`src/pcn_pkg.sv`:
```
/*
 * Constants for the setpoint pulse counter: image byte indices, status
 * byte layout, counter limits and the counter state encoding.
 * Assumes the host exchanges a four-byte image one byte per strobe.
 */
package pcn_pkg;

	// Output image (host to device) byte indices
	localparam logic [1:0] OUT_IDX_SP1_HI = 2'h0;
	localparam logic [1:0] OUT_IDX_SP1_LO = 2'h1;
	localparam logic [1:0] OUT_IDX_SP2_HI = 2'h2;
	localparam logic [1:0] OUT_IDX_SP2_LO = 2'h3;

	// Input image (device to host) byte indices
	localparam logic [1:0] IN_IDX_UNUSED = 2'h0;
	localparam logic [1:0] IN_IDX_STATUS = 2'h1;
	localparam logic [1:0] IN_IDX_CNT_HI = 2'h2;
	localparam logic [1:0] IN_IDX_CNT_LO = 2'h3;

	// Register offsets of the image map
	localparam logic [1:0] FIRST_SETPOINT_OFS = 2'h0;
	localparam logic [1:0] STATUS_FLAGS_OFS = 2'h1;
	localparam logic [1:0] SECOND_SETPOINT_OFS = 2'h2;
	localparam logic [1:0] CURRENT_COUNT_OFS = 2'h2;

	// Status byte fields
	localparam int ST_SYNC_BIT = 0;
	localparam int ST_HIT1_BIT = 1;
	localparam int ST_HIT2_BIT = 2;
	localparam int ST_OVF_BIT = 3;
	localparam int ST_MODE_BIT = 4;
	localparam int ST_RES_LSB = 5;
	localparam int ST_RES_MSB = 6;

	localparam int NUM_SP = 2;
	localparam int NUM_IN = 2;
	localparam int IN_CNT = 0;
	localparam int IN_GATE = 1;

	localparam logic [15:0] CNT_ZERO = 16'h0000;
	localparam logic [15:0] CNT_MAX = 16'hffff;
	localparam logic [15:0] CNT_ONE = 16'h0001;
	localparam logic [15:0] SP_RESET = 16'h0000;
	localparam logic [7:0] BYTE_ZERO = 8'h00;

	typedef enum logic [1:0] {
		CST_STOPPED = 2'b01,
		CST_COUNTING = 2'b10
	} pcn_cnt_state_t;

endpackage : pcn_pkg

```
`src/pcn_sync_edge.sv`:
```
/*
 * Two-stage synchroniser plus edge detector for a group of input pins.
 * Assumes the pins are slow against ref_clk; each edge pulses once.
 */
`timescale 1ns/1ns
module pcn_sync_edge
	import pcn_pkg::*;
#(
	parameter int WIDTH = NUM_IN
)
(
	// Clock and reset
	input wire logic ref_clk,
	input wire logic arst_n,
	// Raw pins
	input wire logic [WIDTH-1:0] pin_in,
	// Synchronised level and edges
	output logic [WIDTH-1:0] level,
	output logic [WIDTH-1:0] rise,
	output logic [WIDTH-1:0] fall
);

	logic [WIDTH-1:0] meta_reg;
	logic [WIDTH-1:0] sync_reg;
	logic [WIDTH-1:0] prev_reg;

	genvar gi;
	generate
		for (gi = 0; gi < WIDTH; gi = gi + 1)
		begin : g_bit
			always_ff @(posedge ref_clk or negedge arst_n)
			begin
				if (!arst_n)
				begin
					meta_reg[gi] <= 1'b0;
					sync_reg[gi] <= 1'b0;
					prev_reg[gi] <= 1'b0;
				end
				else
				begin
					meta_reg[gi] <= pin_in[gi];
					sync_reg[gi] <= meta_reg[gi];
					prev_reg[gi] <= sync_reg[gi];
				end
			end
			// Edge by sample compare, only past the second stage
			assign level[gi] = sync_reg[gi];
			assign rise[gi] = sync_reg[gi] & ~prev_reg[gi];
			assign fall[gi] = ~sync_reg[gi] & prev_reg[gi];
		end
	endgenerate

endmodule : pcn_sync_edge

```
`src/pcn_counter.sv`:
```
/*
 * Counter-mode core of the setpoint pulse counter: four-byte image
 * exchange, gated up-counter, two setpoints with reached flags and outputs.
 * Assumes the host image strobes and controller state inputs are synchronous
 * to ref_clk; count and gate pins may be asynchronous.
 */
// Summary of operation
// - Host writes setpoint one in bytes 0,1 and two in 2,3, high first.
// - Input image byte 0 reads zero, byte 1 is the status byte.
// - Input bytes 2 and 3 hold count high and low byte.
// - Status shows resolution, mode, both reached flags and sync flag.
// - Up-counter on count rising edges, only while gate high.
// - New setpoint takes effect at once while its reached flag is clear.
// - With reached flag set, new setpoint waits for next gate rise.
// - Unwritten setpoints read as zero.
// - Gate rise clears count, flags, outputs and enables counting.
// - Gate fall stops counting, leaves count, outputs and flags.
// - Each enabled count edge adds exactly one.
// - Count reaching a setpoint sets its output and reached flag.
// - Count is presented unsigned over the full 16 bits.
// - A zero setpoint switches its output on at gate rise.
// - Controller leaving run switches both outputs off.
// - Enabled count passing 65535 sets overflow, status bit 3.
// - Overflow freezes flags and blocks output switch-on until cleared; stop or cold restart still switch outputs off.
// - Counting continues after overflow.
// - Gate rise or overall reset clears overflow and the counter.
// - After cold restart outputs stay off until next gate rise.
// - Sync flag sits in status bit 0.
`timescale 1ns/1ns
module pcn_counter
	import pcn_pkg::*;
(
	// Clock and reset
	input wire logic ref_clk,
	input wire logic arst_n,
	// Field pins
	input wire logic count_pin,
	input wire logic gate_pin,
	output logic out_q0,
	output logic out_q1,
	// Mode switch and sync source
	input wire logic mode_sel,
	input wire logic [1:0] resolution_sel,
	input wire logic ref_sync,
	// Controller state
	input wire logic ctl_run,
	input wire logic ctl_overall_reset,
	input wire logic ctl_cold_restart,
	// Output image write port
	input wire logic img_wr,
	input wire logic [1:0] img_wr_idx,
	input wire logic [7:0] img_wr_data,
	// Input image read port
	input wire logic img_rd,
	input wire logic [1:0] img_rd_idx,
	output logic [7:0] img_rd_data,
	output logic img_rd_valid
);

	logic [NUM_IN-1:0] pin_rise;
	logic [NUM_IN-1:0] pin_fall;

	pcn_sync_edge #(.WIDTH(NUM_IN)) u_sync (
		.ref_clk(ref_clk),
		.arst_n(arst_n),
		.pin_in({gate_pin, count_pin}),
		.level(),
		.rise(pin_rise),
		.fall(pin_fall)
	);

	logic cnt_edge;
	logic gate_rise;
	logic gate_fall;
	assign cnt_edge = pin_rise[IN_CNT];
	assign gate_rise = pin_rise[IN_GATE];
	assign gate_fall = pin_fall[IN_GATE];

	// Counter state
	pcn_cnt_state_t state_reg;
	pcn_cnt_state_t state_next;
	logic [15:0] count_reg;
	logic [15:0] count_next;
	logic ovf_reg;
	logic ovf_next;
	logic run_prev_reg;
	logic run_prev_next;
	logic block_reg;
	logic block_next;
	logic sync_reg;
	logic sync_next;
	logic run_fall;

	assign run_fall = run_prev_reg & ~ctl_run;

	always_comb
	begin
		state_next = state_reg;
		count_next = count_reg;
		ovf_next = ovf_reg;
		block_next = block_reg;
		run_prev_next = ctl_run;
		sync_next = ref_sync;
		unique case (state_reg)
			CST_STOPPED:
			begin
				if (gate_rise)
					state_next = CST_COUNTING;
			end
			CST_COUNTING:
			begin
				if (gate_fall)
					state_next = CST_STOPPED;
				else if (cnt_edge)
				begin
					// Unsigned 16-bit wrap keeps counting past overflow
					count_next = count_reg + CNT_ONE;
					if (count_reg == CNT_MAX)
						ovf_next = 1'b1;
				end
			end
		endcase
		if (ctl_overall_reset)
		begin
			count_next = CNT_ZERO;
			ovf_next = 1'b0;
		end
		if (ctl_cold_restart)
			block_next = 1'b1;
		if (gate_rise)
		begin
			count_next = CNT_ZERO;
			ovf_next = 1'b0;
			block_next = 1'b0;
		end
	end

	always_ff @(posedge ref_clk or negedge arst_n)
	begin
		if (!arst_n)
		begin
			state_reg <= CST_STOPPED;
			count_reg <= CNT_ZERO;
			ovf_reg <= 1'b0;
			block_reg <= 1'b0;
			run_prev_reg <= 1'b0;
			sync_reg <= 1'b0;
		end
		else
		begin
			state_reg <= state_next;
			count_reg <= count_next;
			ovf_reg <= ovf_next;
			block_reg <= block_next;
			run_prev_reg <= run_prev_next;
			sync_reg <= sync_next;
		end
	end

	// Setpoint channels
	logic [NUM_SP-1:0] hit_flag;
	logic [NUM_SP-1:0] out_q;
	logic counting;
	assign counting = (state_reg == CST_COUNTING);

	genvar ch;
	generate
		for (ch = 0; ch < NUM_SP; ch = ch + 1)
		begin : g_sp
			localparam logic [1:0] HI_IDX = 2'(2 * ch);
			localparam logic [1:0] LO_IDX = 2'(2 * ch + 1);
			logic [7:0] hi_reg;
			logic [7:0] hi_next;
			logic [15:0] act_reg;
			logic [15:0] act_next;
			logic [15:0] pend_reg;
			logic [15:0] pend_next;
			logic pend_vld_reg;
			logic pend_vld_next;
			logic hit_reg;
			logic hit_next;
			logic q_reg;
			logic q_next;

			always_comb
			begin
				hi_next = hi_reg;
				act_next = act_reg;
				pend_next = pend_reg;
				pend_vld_next = pend_vld_reg;
				hit_next = hit_reg;
				q_next = q_reg;
				// High byte is held until its low byte completes the word
				if (img_wr && (img_wr_idx == HI_IDX))
					hi_next = img_wr_data;
				if (img_wr && (img_wr_idx == LO_IDX))
				begin
					if (!hit_reg)
						act_next = {hi_reg, img_wr_data};
					else
					begin
						pend_next = {hi_reg, img_wr_data};
						pend_vld_next = 1'b1;
					end
				end
				if (gate_rise)
				begin
					hit_next = 1'b0;
					q_next = 1'b0;
					if (pend_vld_reg)
					begin
						act_next = pend_reg;
						pend_vld_next = 1'b0;
					end
				end
				// Count is zero right after gate rise, so a zero setpoint hits then
				else if (counting && !ovf_reg && !hit_reg && (count_reg == act_reg))
				begin
					hit_next = 1'b1;
					q_next = ~block_reg;
				end
				if (run_fall || ctl_cold_restart)
					q_next = 1'b0;
			end

			always_ff @(posedge ref_clk or negedge arst_n)
			begin
				if (!arst_n)
				begin
					hi_reg <= BYTE_ZERO;
					act_reg <= SP_RESET;
					pend_reg <= SP_RESET;
					pend_vld_reg <= 1'b0;
					hit_reg <= 1'b0;
					q_reg <= 1'b0;
				end
				else
				begin
					hi_reg <= hi_next;
					act_reg <= act_next;
					pend_reg <= pend_next;
					pend_vld_reg <= pend_vld_next;
					hit_reg <= hit_next;
					q_reg <= q_next;
				end
			end

			assign hit_flag[ch] = hit_reg;
			assign out_q[ch] = q_reg;
		end
	endgenerate

	assign out_q0 = out_q[0];
	assign out_q1 = out_q[1];

	// Status byte
	logic [7:0] status_byte;
	always_comb
	begin
		status_byte = BYTE_ZERO;
		status_byte[ST_SYNC_BIT] = sync_reg;
		status_byte[ST_HIT1_BIT] = hit_flag[0];
		status_byte[ST_HIT2_BIT] = hit_flag[1];
		status_byte[ST_OVF_BIT] = ovf_reg;
		status_byte[ST_MODE_BIT] = mode_sel;
		status_byte[ST_RES_MSB:ST_RES_LSB] = resolution_sel;
	end

	// Input image read
	logic [7:0] rd_data_next;
	logic rd_valid_next;
	logic [7:0] rd_data_reg;
	logic rd_valid_reg;

	always_comb
	begin
		rd_valid_next = img_rd;
		rd_data_next = rd_data_reg;
		if (img_rd)
		begin
			unique case (img_rd_idx)
				IN_IDX_UNUSED: rd_data_next = BYTE_ZERO;
				IN_IDX_STATUS: rd_data_next = status_byte;
				IN_IDX_CNT_HI: rd_data_next = count_reg[15:8];
				IN_IDX_CNT_LO: rd_data_next = count_reg[7:0];
			endcase
		end
	end

	always_ff @(posedge ref_clk or negedge arst_n)
	begin
		if (!arst_n)
		begin
			rd_data_reg <= BYTE_ZERO;
			rd_valid_reg <= 1'b0;
		end
		else
		begin
			rd_data_reg <= rd_data_next;
			rd_valid_reg <= rd_valid_next;
		end
	end

	assign img_rd_data = rd_data_reg;
	assign img_rd_valid = rd_valid_reg;

endmodule : pcn_counter

```
`config.mk`:
```
export PLATFORM = sky130hd
export DESIGN_NAME = pcn_counter
export DESIGN_NICKNAME = d
export VERILOG_FILES = /design/src/pcn_pkg.sv /design/src/pcn_sync_edge.sv /design/src/pcn_counter.sv
export SDC_FILE = /design/constraint.sdc
export NUM_CORES = 1
export LEC_CHECK = 0
export BUFFER_PORTS_ARGS = -buffer_cell sky130_fd_sc_hd__buf_2
export CORE_MARGIN = 2
export CORE_UTILIZATION = 25
export DETAILED_ROUTE_END_ITERATION = 7
export PLACE_DENSITY = 0.5
export SLEW_MARGIN = 10
export SYNTH_ARGS = -nofsm -noshare
export SYNTH_HDL_FRONTEND = slang
export SYNTH_SLANG_ARGS = --single-unit
```
`constraint.sdc`:
```
create_clock -name ref_clk -period 2.4 [get_ports ref_clk]
set_input_delay 0.36 -clock ref_clk [delete_from_list [all_inputs] [get_ports ref_clk]]
set_output_delay 0.36 -clock ref_clk [all_outputs]
set_load 0.01 [all_outputs]
```
Word-level counts from Yosys, hierarchy flattened

Index checks and enable logic that the tools add are counted.
W data, S select, Z words.

Bits in registers: 123

Bitwise operators: 9
Add/sub/neg operators: 1
Eq/ne operators: 14
Reductions and logical operators: 28
Muxes and demuxes: 43

Operators with widths:

| operator                | count |
|---|---|
| $mux W16                | 13 |
| $eq A16 B16 Y1          | 2 |
| $pmux W8 S4             | 1 |
| $mux W1                 | 26 |
| $add A16 B1 Y16 const B | 1 |
| $eq A16 B16 Y1 const B  | 1 |
| $reduce_bool A3 Y1      | 5 |
| $eq A2 B2 Y1 const B    | 5 |
| $logic_and A1 B1 Y1     | 9 |
| $eq A2 B1 Y1 const B    | 3 |
| $reduce_and A2 Y1       | 3 |
| $reduce_bool A2 Y1      | 3 |
| $not A1 Y1              | 5 |
| $and A1 B1 Y1           | 4 |
| $logic_not A2 Y1        | 2 |
| $mux W2                 | 2 |
| $ne A2 B2 Y1 const B    | 2 |
| $pmux W2 S2             | 1 |
| $reduce_and A4 Y1       | 1 |
| $logic_not A1 Y1        | 3 |
| $ne A3 B3 Y1 const B    | 1 |
| $reduce_and A3 Y1       | 1 |
| $logic_or A1 B1 Y1      | 1 |

Depth between registers and ports, before layout

Gate-level depths: netlist (run 1).

Depth after elaboration: 7
Depth in mapped cells: 7
Gate-level depth less buffers: 5

Modules after synthesis

From an unflattened synthesis (run 1), not the netlist that was laid out.

Cells, all modules: 477
Area total of the unflattened synthesis: 5645.4 um2

By module, submodules not included:

| module        | times used | cells each | area each (um2) | seq. area each (um2) |
|---|---|---|---|---|
| pcn_counter   | 1          | 467        | 5460.2          | 2929.1 |
| pcn_sync_edge | 1          | 10         | 185.2           | 150.1 |

Least setup slack after synthesis (run 1)

No wires, ideal clock.

Path kind: reg2reg
Start point: register count_reg[8]
End point: register g_sp[1].q_reg (netlist: out_q1)
Library setup time: 0.077 ns
Data required time: 2.323 ns
Slack: 0.683 ns
Clock period less this slack: 1.717 ns
Arrival time: 1.640 ns
Path buffers: 1
Stages on the path, launching flop included: 7
Path through: dfrtp_1 buf_6 xnor2_1 nand3_1 or4_4 or3_1 a21oi_1

Word-level cells in the longest chain between the ends: 3

RTL lines:

| what                         | line               | RTL |
|---|---|---|
| start: declaration           | pcn_counter.sv:82  | `logic [15:0] count_reg;` |
| start signal: assignment     | pcn_counter.sv:152 | `count_reg <= count_next;` |
| $eq A16 B16 Y1               | pcn_counter.sv:217 | `else if (counting && !ovf_reg && !hit_reg && (count_reg == act_reg))` |
| $logic_and A1 B1 Y1          | pcn_counter.sv:217 |  |
| $reduce_bool A3 Y1 (no line) | --                 |  |
| end signal: assignment       | pcn_counter.sv:244 | `q_reg <= q_next;` |
| end: declaration             | pcn_counter.sv:182 | `logic q_reg;` |

Every way passes these cells.
A chain may end at the register's enable or synchronous reset.

Worst setup path in the final report (run 1)

Start point: register state_reg[0]
End point: register count_reg[6]

Word-level cells in the longest chain between the ends: 3

RTL lines:

| what                         | line               | RTL |
|---|---|---|
| start: declaration           | pcn_counter.sv:80  | `pcn_cnt_state_t state_reg;` |
| start signal: assignment     | pcn_counter.sv:151 | `state_reg <= state_next;` |
| $eq A2 B2 Y1                 | pcn_counter.sv:104 | `unique case (state_reg)` |
| $reduce_bool A3 Y1 (no line) | --                 |  |
| $reduce_and A3 Y1 (no line)  | --                 |  |

Every way passes these cells.

==> results of run 1 <==
-- layer usage --
layer	track usage, %	share of wire [%]	vias to the layer above
li1	-	-	1735
met1	16.12	48	1809
met2	17.62	44	87
met3	3.861	5.1	19
met4	4.717	2.5	0
met5	0	0	-
-- final cells by class --
| class | count | area [sq um] |
|---|---|---|
| fillers | 2230 | 15250 |
| flip-flops and latches | 123 | 3079 |
| multi-input cells | 321 | 2341 |
| clock buffers | 18 | 439.2 |
| well taps | 280 | 350.3 |
| repair buffers | 47 | 280.3 |
| clock inverters | 14 | 193.9 |
| inverters | 6 | 22.52 |
-- logic make-up (layout without fill, tap and decap cells) --
| kind of cell | count (synthesis) | in the layout | share of synthesized area, % |
|---|---|---|---|
| DFF | 123 | 123 | 54.68 |
| adders and majority gates | 1 | 1 | 0.2221 |
| AOI/OAI and AO/OA | 60 | 60 | 5.910 |
| muxes | 88 | 88 | 16.84 |
| and+or+nand+nor | 125 | 125 | 11.29 |
| xor gates and xnor gates | 47 | 47 | 7.309 |
| buffers and inverters | 36 | 85 | 3.755 |
-- report_power, final --
part	switching, mW	leakage, nW	internal, mW
Combinational	0.266	1.15	0.306
Clock	0.950	0.307	1.77
Sequential	0.203	1.57	2.30
-- how the worst min path moves through the flow --
stage,from,endpoint,slack [ns]
floorplan,arst_n,block_reg,0.06
global placement,u_sync.meta_reg[0],u_sync.level[0],0.34
detailed placement,u_sync.meta_reg[1],u_sync.level[1],0.35
CTS,arst_n,g_sp[1].act_reg[13],0.005
global route,arst_n,g_sp[1].act_reg[13],0.02
finish,arst_n,g_sp[1].act_reg[13],-0.02
-- synthesized netlist by cell type (all sizes together) --
| cell | n | area share [%] |
|---|---|---|
| dfrtp | 122 | 54 |
| nor2 | 61 | 4.1 |
| mux2 | 54 | 11 |
| a21oi | 43 | 3.8 |
| xnor2 | 41 | 6.4 |
| mux2i | 34 | 6.0 |
| clkbuf | 16 | 1.1 |
| buf | 14 | 2.3 |
| nand2 | 14 | 0.93 |
| nand4 | 8 | 0.89 |
| nor3 | 8 | 0.80 |
| a22oi | 7 | 0.93 |
| nand3 | 7 | 0.62 |
| inv | 6 | 0.40 |
| xor2 | 6 | 0.93 |
| nand2b | 5 | 0.56 |
| o21ai | 5 | 0.44 |
| nor3b | 4 | 0.82 |
| or3 | 4 | 0.47 |
| and4 | 2 | 0.33 |
| nor2b | 2 | 0.22 |
| nor4 | 2 | 0.22 |
| o21a | 2 | 0.27 |
| o22ai | 2 | 0.22 |
| or4 | 2 | 0.40 |
| a211oi | 1 | 0.22 |
| and3 | 1 | 0.11 |
| and4bb | 1 | 0.22 |
| dfstp | 1 | 0.47 |
| ha | 1 | 0.22 |
| nand3b | 1 | 0.13 |
| nand4b | 1 | 0.16 |
| nor4b | 1 | 0.16 |
| or4b | 1 | 0.18 |
-- cells in the final DEF (no fill, tap or decap), drive strengths merged, types with 2 or more instances in the layout --
master    instances
a21oi            43
a22oi             7
and4              2
buf              47
bufinv            4
clkbuf           18
clkinv            6
clkinvlp          2
dfrtp           122
inv               8
mux2             54
mux2i            34
nand2            14
nand2b            5
nand3             7
nand4             8
nor2             61
nor2b             2
nor3              8
nor3b             4
nor4              2
o21a              2
o21ai             5
o22ai             2
or3               4
or4               2
xnor2            41
xor2              6
-- through the flow --
stage	hold WS [ns]	setup slack [ns]	cells	total power, mW
after detailed placement	0.3470	0.4377	777	3.124
final	-0.02203	0.4339	809	5.793
after global placement	0.3406	0.4386	777	3.113
after CTS	0.005405	0.4289	809	5.873
after floorplan	0.06441	0.6830	480	2.873
after global routing	0.01806	0.2723	809	6.079
==> out/summary.txt, run 1 <==
run status = complete, but fails checks
failing checks = negative hold slack
PD cells = 863.8 nW/um^2
Synth Instances = 480
unrepaired setup endpoints after global routing = false
Routed Antenna Nets = 0
CTS tree = built
minimum clock period = 1.966 ns
Seq cells post-synth = 123
GPL Wtd Cong = 0.8401
CTS H-tree depth = 4
DR pass1 iterations = 4
final setup fails = 0
crit path max-delay cell type = a211oi_2
Cell Chain, Critical Path = and4bb_2 > a211oi_2 > nor4b_1 > xnor2_1 > nor2_1
Post-DP HPWL = 9.362 mm
Crit. End Element = register
largest net degree at the start of global routing = 49
area delta synth->final = 19.08%
Die W = 154.1 microns
post-layout util = 30.54%
total grt overflow = 0
Worst Reg-to-Reg Cells = 5
worst hold slack = -0.02203 ns
Die Ht = 154.1 microns
Total Nets Final = 542
CP startpoint kind = register
full die area = 23,740 sq um
Worst VDD drop = 0.0004160 V
Fin Setup TNS = 0 ns
n_diodes = 0
CTS sink count = 123
cts repair resizes = 0
detailed-route DRC error count = 0
Clock Skews = 0.009593 ns
Via density = 4.512
worst flop-to-flop path startpoint = state_reg[0]
mean cell area of the mapped netlist = 11.73 sq um
Crit Path Max Fanout = 10
DP Area = 6073 sq um
CORE AREA = 21,960 sq um
vias = 3,650
post-synthesis cell area = 5632 sq um
Worst Setup SP = state_reg[0]
LEAKAGE = 3.034 nW
total CTS buffers = 17
post-DR wirelength/cell = 16.51 microns
reg2reg end = count_reg[6]
CP Depth = 5
Syn. warnings = 0
CTS clk-pin slew, worst paths = 0.06 ns
drt initial violations = 177
initial core utilization = 25.65%
f_max = 0.5086 GHz
fin area = 6706 sq um
number of placed I/O pins = 36
vias in the first global route = 3,702
first-pass GRT wire length = 21.36 mm
initial antenna violation count = 0
fin. max-slew vios = 0
Worst Setup EP = count_reg[6]
I/O Buffers = 35
Final Hold Vio Count = 19
CTS Hold Buffers Added = 0
clk_lat worst skew = 0.42 ns
post-synthesis sequential area ratio = 54.68%
FF-to-FF setup slack = 0.43 ns
Tot GR Track Use = 11.91%
synth unique cells = 41
CP bufs+invs = 0
setup repair bufs after CTS = 0
Worst path max stage delay = 0.61 ns
Period Utilization, post-route = 81.92%
critical path class = reg -> reg
Worst Path Required = 2.67 ns
Rows = 54
root buffer cell = clkbuf_16
Hold Crit Class = in -> async
WP data arrival = 2.23 ns
Max-slew headroom = 47.22%
fraction of layout cells with a size suffix above 1 = 27.03%
CTS max path bufs = 2
critical path's top delay family = compound AO/OA/AOI/OAI gates
Tightest Pin Transition = 0.7898 ns
Max-Cap Viols = 0
Total Wirelength = 13.36 mm
synthesized net count = 506
Note: power is estimated with default switching activity, not from simulation.
==> inputs of run 2 (changes only) <==
==> constraint.sdc (replaced) <==
create_clock -name ref_clk -period 1.99 [get_ports ref_clk]
set_input_delay 0.2985 -clock ref_clk [delete_from_list [all_inputs] [get_ports ref_clk]]
set_output_delay 0.2985 -clock ref_clk [all_outputs]
set_load 0.01 [all_outputs]
==> run 2 against run 1 <==
The flow now finishes without violations; first-iteration DRC count down 1.1%; non-clock buffer count up 11; count of clock-buffer cells in the layout up 1; global-route usage up 0.095 points; fmax up 5.1%; register-to-register slack worse by 0.32 ns; sequential power up 21%; cell count up 1.4%; flip-flop and latch count unchanged; critical path type unchanged.
==> out/summary.txt, run 2 (synthesis results as in run 1) <==
Tightest Pin Transition = 0.5504 ns
Final Hold Vio Count = 0
commonest non-fill, non-tap cell in the layout = dfrtp_1
critical path's top delay family = simple AND/OR/NAND/NOR gates
Most Crowded Layer GR = met2
Worst Setup EP = out_q1
DP Worst Slack = 0.1025 ns
Crit Path Max Fanout = 6
Clock Skews = 0.01568 ns
Worst Reg-to-Reg Cells = 5
Post-DP HPWL = 9.558 mm
critical path class = reg -> reg
worst hold slack = 0.1647 ns
run status = finished clean
number of placed I/O pins = 36
Worst Path Required = 2.33 ns
I/O Buffers = 35
Total Wirelength = 13.27 mm
Crit. End Element = register
DP Area = 6156 sq um
largest net degree at the start of global routing = 48
final worst slack = 0.1187 ns
Worst path max stage delay = 0.48 ns
crit path max-delay cell type = or3_2
DR pass1 iterations = 4
worst flop-to-flop path startpoint = count_reg[1]
first-pass GRT wire length = 21.81 mm
n_diodes = 0
total CTS buffers = 17
drt initial violations = 175
CP Depth = 5
Max-Cap Viols = 0
Routed Antenna Nets = 0
Period Utilization, post-route = 94.03%
Design Power = 6.770 mW
Rows = 54
fin area = 6797 sq um
root buffer cell = clkbuf_16
Total Nets Final = 553
Max-slew headroom = 63.19%
Fin Setup TNS = 0 ns
Cells after DPL = 783
CORE AREA = 21,960 sq um
fin. max-slew vios = 0
vias in the first global route = 3,815
post-layout util = 30.95%
Non-Filler Instances = 820
full die area = 23,740 sq um
CTS sink count = 123
area delta synth->final = 20.68%
CP bufs+invs = 0
met3 Usage GRT = 3.579%
PD cells = 996.0 nW/um^2
FF-to-FF setup slack = 0.12 ns
Via density = 4.496
CTS clk-pin slew, worst paths = 0.06 ns
GPL Wtd Cong = 0.8584
LEAKAGE = 3.068 nW
commonest non-fill, non-tap cells in the layout = 119 x dfrtp_1, 61 x nor2_1, 54 x mux2_2, 43 x a21oi_1, 41 x xnor2_1
Worst VDD drop = 0.0005736 V
CTS H-tree depth = 4
initial core utilization = 25.65%
Hold Crit Class = in -> reg
CP startpoint kind = register
final setup fails = 0
detailed-route DRC error count = 0
WP data arrival = 2.21 ns
total grt overflow = 0
met1 Use GR = 16.27%
reg2reg end = out_q1
f_max = 0.5344 GHz
post-DR wirelength/cell = 16.19 microns
CTS max path bufs = 2
Die Ht = 154.1 microns
FILL cells = 2,213
unrepaired setup endpoints after global routing = false
GR Util met2 = 18.60%
vias = 3,687
Tot GR Track Use = 12.00%
CTS tree = built
Die W = 154.1 microns
minimum clock period = 1.871 ns
fraction of layout cells with a size suffix above 1 = 27.96%
clk_lat worst skew = 0.42 ns
Cell Chain, Critical Path = xnor2_1 > nand4_1 > or3_2 > or3_1 > a21oi_1
Worst Setup SP = count_reg[1]
initial antenna violation count = 0
run 2: power breakdown:
group          switching [mW]  total [mW]  leakage, nW  internal, mW
Sequential              0.248        3.02         1.57          2.77
Combinational           0.330       0.714         1.22         0.384
Clock                    1.15        3.03        0.276          1.88
run 2: how the worst min path moves through the flow:
stage / endpoint / cells past startpoint / slack [ns] / start
after floorplan: block_reg / 0 / 0.003 / arst_n
after CTS: img_rd_valid / 1 / 0.15 / img_rd
after global placement: g_sp[1].pend_reg[2] / 1 / 0.27 / arst_n
after global routing: img_rd_valid / 1 / 0.16 / img_rd
after detailed placement: g_sp[1].pend_reg[2] / 1 / 0.27 / arst_n
final: img_rd_valid / 1 / 0.16 / img_rd
run 2: cell type report:
class,instances,area [sq um],share of cell area (%)
flip-flops and latches,123,3083,45.36
repair buffers,58,412.9,6.075
multi-input cells,321,2341,34.44
inverters,6,22.52,0.3314
well taps,280,350.3,5.155
clock buffers,19,442.9,6.517
clock inverters,13,143.9,2.117
run 2: layer usage:
metal  part of all wire (%)  routed length (microns)  up-vias
li1                       -                        -     1775
met1                     48                     6402     1833
met2                     47                     6176       71
met3                    4.4                      582        8
met4                   0.83                      110        0
met5                      0                        0        -
run 2: repair_timing:
action,4_1_cts,5_1_grt
endpoints found under the hold margin,31,0
setup endpoints to repair,0,2
hold buffers,5,0
buffers inserted,0,0
gates resized for setup,0,3
==> inputs of run 3 (changes only) <==
--- a/config.mk
+++ b/config.mk
@@ -7,9 +7,9 @@
 export LEC_CHECK = 0
 export BUFFER_PORTS_ARGS = -buffer_cell sky130_fd_sc_hd__buf_2
 export CORE_MARGIN = 2
-export CORE_UTILIZATION = 25
+export CORE_UTILIZATION = 35
 export DETAILED_ROUTE_END_ITERATION = 7
-export PLACE_DENSITY = 0.5
+export PLACE_DENSITY = 0.61
 export SLEW_MARGIN = 10
 export SYNTH_ARGS = -nofsm -noshare
 export SYNTH_HDL_FRONTEND = slang
==> run 3 against run 2 <==
Die area down 28%; global-route usage up 4.3 points; total power up 1.5%; count of clock-buffer cells in the layout up 1; clock skew down 0.0073 ns; first-iteration DRC count up 66%; via count up 0.16%; cell count down 7.7%; combinational power down 0.7%; critical path depth unchanged; utilization up 11 points; critical path type unchanged; largest cell class unchanged.
==> out/summary.txt, run 3 (synthesis results as in run 1) <==
highest routed layer = met4
Post-DP HPWL = 9.127 mm
unrepaired setup endpoints after global routing = false
area delta synth->final = 19.17%
clk_lat worst skew = 0.42 ns
largest net degree at the start of global routing = 40
Total Nets Final = 554
final setup fails = 0
initial core utilization = 35.58%
CTS clk-pin slew, worst paths = 0.06 ns
met1 WL = 6.020 mm
first-pass GRT wire length = 20.53 mm
Via density = 4.878
minimum clock period = 1.870 ns
drt initial violations = 290
FILL cells = 1,491
I/O Buffers = 35
DR pass1 iterations = 4
f_max = 0.5347 GHz
CTS tree = built
Hold Crit Class = in -> reg
Tightest Pin Transition = 0.4943 ns
commonest non-fill, non-tap cells in the layout = 122 x dfrtp_1, 61 x nor2_1, 54 x mux2_2, 43 x a21oi_1, 41 x xnor2_1
number of placed I/O pins = 36
full die area = 17,120 sq um
LEAKAGE = 3.079 nW
CTS max path bufs = 2
run status = finished clean
Crit Path Max Fanout = 5
detailed-route DRC error count = 0
Max-slew headroom = 67.05%
post-DR wirelength/cell = 16.85 microns
Period Utilization, post-route = 93.99%
fraction of layout cells with a size suffix above 1 = 27.54%
Tot GR Track Use = 16.31%
Clock Skews = 0.008426 ns
Die W = 130.9 microns
total grt overflow = 0
Final Hold Vio Count = 0
CORE AREA = 15,830 sq um
Routed Antenna Nets = 0
Die Ht = 130.9 microns
Fin Setup TNS = 0 ns
Worst Path Required = 2.33 ns
fin. max-slew vios = 0
PD cells = 1024 nW/um^2
critical path class = reg -> reg
met2 WL post-DR = 5.896 mm
WL met3 = 703 microns
vias = 3,693
total CTS buffers = 17
root buffer cell = clkbuf_16
Worst VDD drop = 0.0005946 V
vias in the first global route = 3,680
GPL Wtd Cong = 0.9226
Rows = 46
CTS H-tree depth = 4
Max-Cap Viols = 0
Design Power = 6.873 mW
n_diodes = 0
Total Wirelength = 12.76 mm
commonest non-fill, non-tap cell in the layout = dfrtp_1
Crit. End Element = register
CTS sink count = 123
initial antenna violation count = 0
CP startpoint kind = register
WP data arrival = 2.21 ns
## run 3: cell types whose count changed in the layout (fill, tap and decap cells not counted)
cell	change
buf_12	-2
clkinvlp_4	-1
clkinv_4	-2
dfrtp_2	-3
buf_4	+3
dfrtp_1	+3
clkinv_2	+3
bufinv_16	+1
inv_6	-2
clkbuf_8	+1
## run 3: final timing paths
check | from | cells past startpoint | slack (ns) | endpoint
worst max-delay path | count_reg[6] | 5 | 0.12 | out_q0
worst min-delay path | ctl_cold_restart | 3 | 0.12 | block_reg
worst max register to register | count_reg[6] | 5 | 0.12 | out_q0
worst min register to register | u_sync.meta_reg[0] | 0 | 0.35 | u_sync.level[0]
max in group asynchronous | arst_n | 3 | 0.93 | g_sp[0].pend_reg[12]
min in group asynchronous | arst_n | 2 | 0.40 | u_sync.level[0]
## run 3: routing by layer
| metal | vias up | track usage [%] |
|---|---|---|
| met5 | - | 0 |
| met4 | 0 | 4.443 |
| met3 | 16 | 5.252 |
| met2 | 88 | 24.51 |
| met1 | 1830 | 22.81 |
| li1 | 1759 | - |
## run 3: cell type report
class,instances,area (sq um),area share [%]
multi-input cells,321,2341,34.88
repair buffers,59,395.4,5.891
well taps,216,270.3,4.027
flip-flops and latches,123,3079,45.88
inverters,6,22.52,0.3356
clock buffers,20,456.7,6.805
clock inverters,12,146.4,2.181
## run 3: repair_timing
action / CTS / global route
buffers inserted: 0 / 0
resized for setup: 0 / 0
endpoints found under the hold margin: 38 / 0
hold buffers: 5 / 0
## run 3: stage by stage
stage / setup WS, ns / cell area, sq um / hold slack, ns / instances / util [%]
after floorplan: 0.2730 / 5632 / 0.002909 / 480 / -
after global placement: 0.1571 / 6058 / 0.2994 / 720 / 38.28
after detailed placement: 0.1464 / 6058 / 0.3076 / 720 / 38.28
after CTS: 0.1302 / 6711 / 0.1092 / 757 / 42.40
after global routing: 0.02172 / 6711 / 0.1193 / 757 / 42.40
final: 0.1196 / 6711 / 0.1191 / 757 / 42.40
## run 3: worst max-delay path, cell delays in order, from the launching register on
cell     delay, ns
dfrtp_1       0.47
xnor2_1       0.24
nand4_1       0.13
or4_4         0.50
or3_1         0.32
a21oi_1       0.15
## run 3: power by group
group          internal, mW  leakage, nW  switching, mW
clock                  2.02        0.292           1.11
sequential             2.77         1.57          0.259
combinational         0.383         1.21          0.326
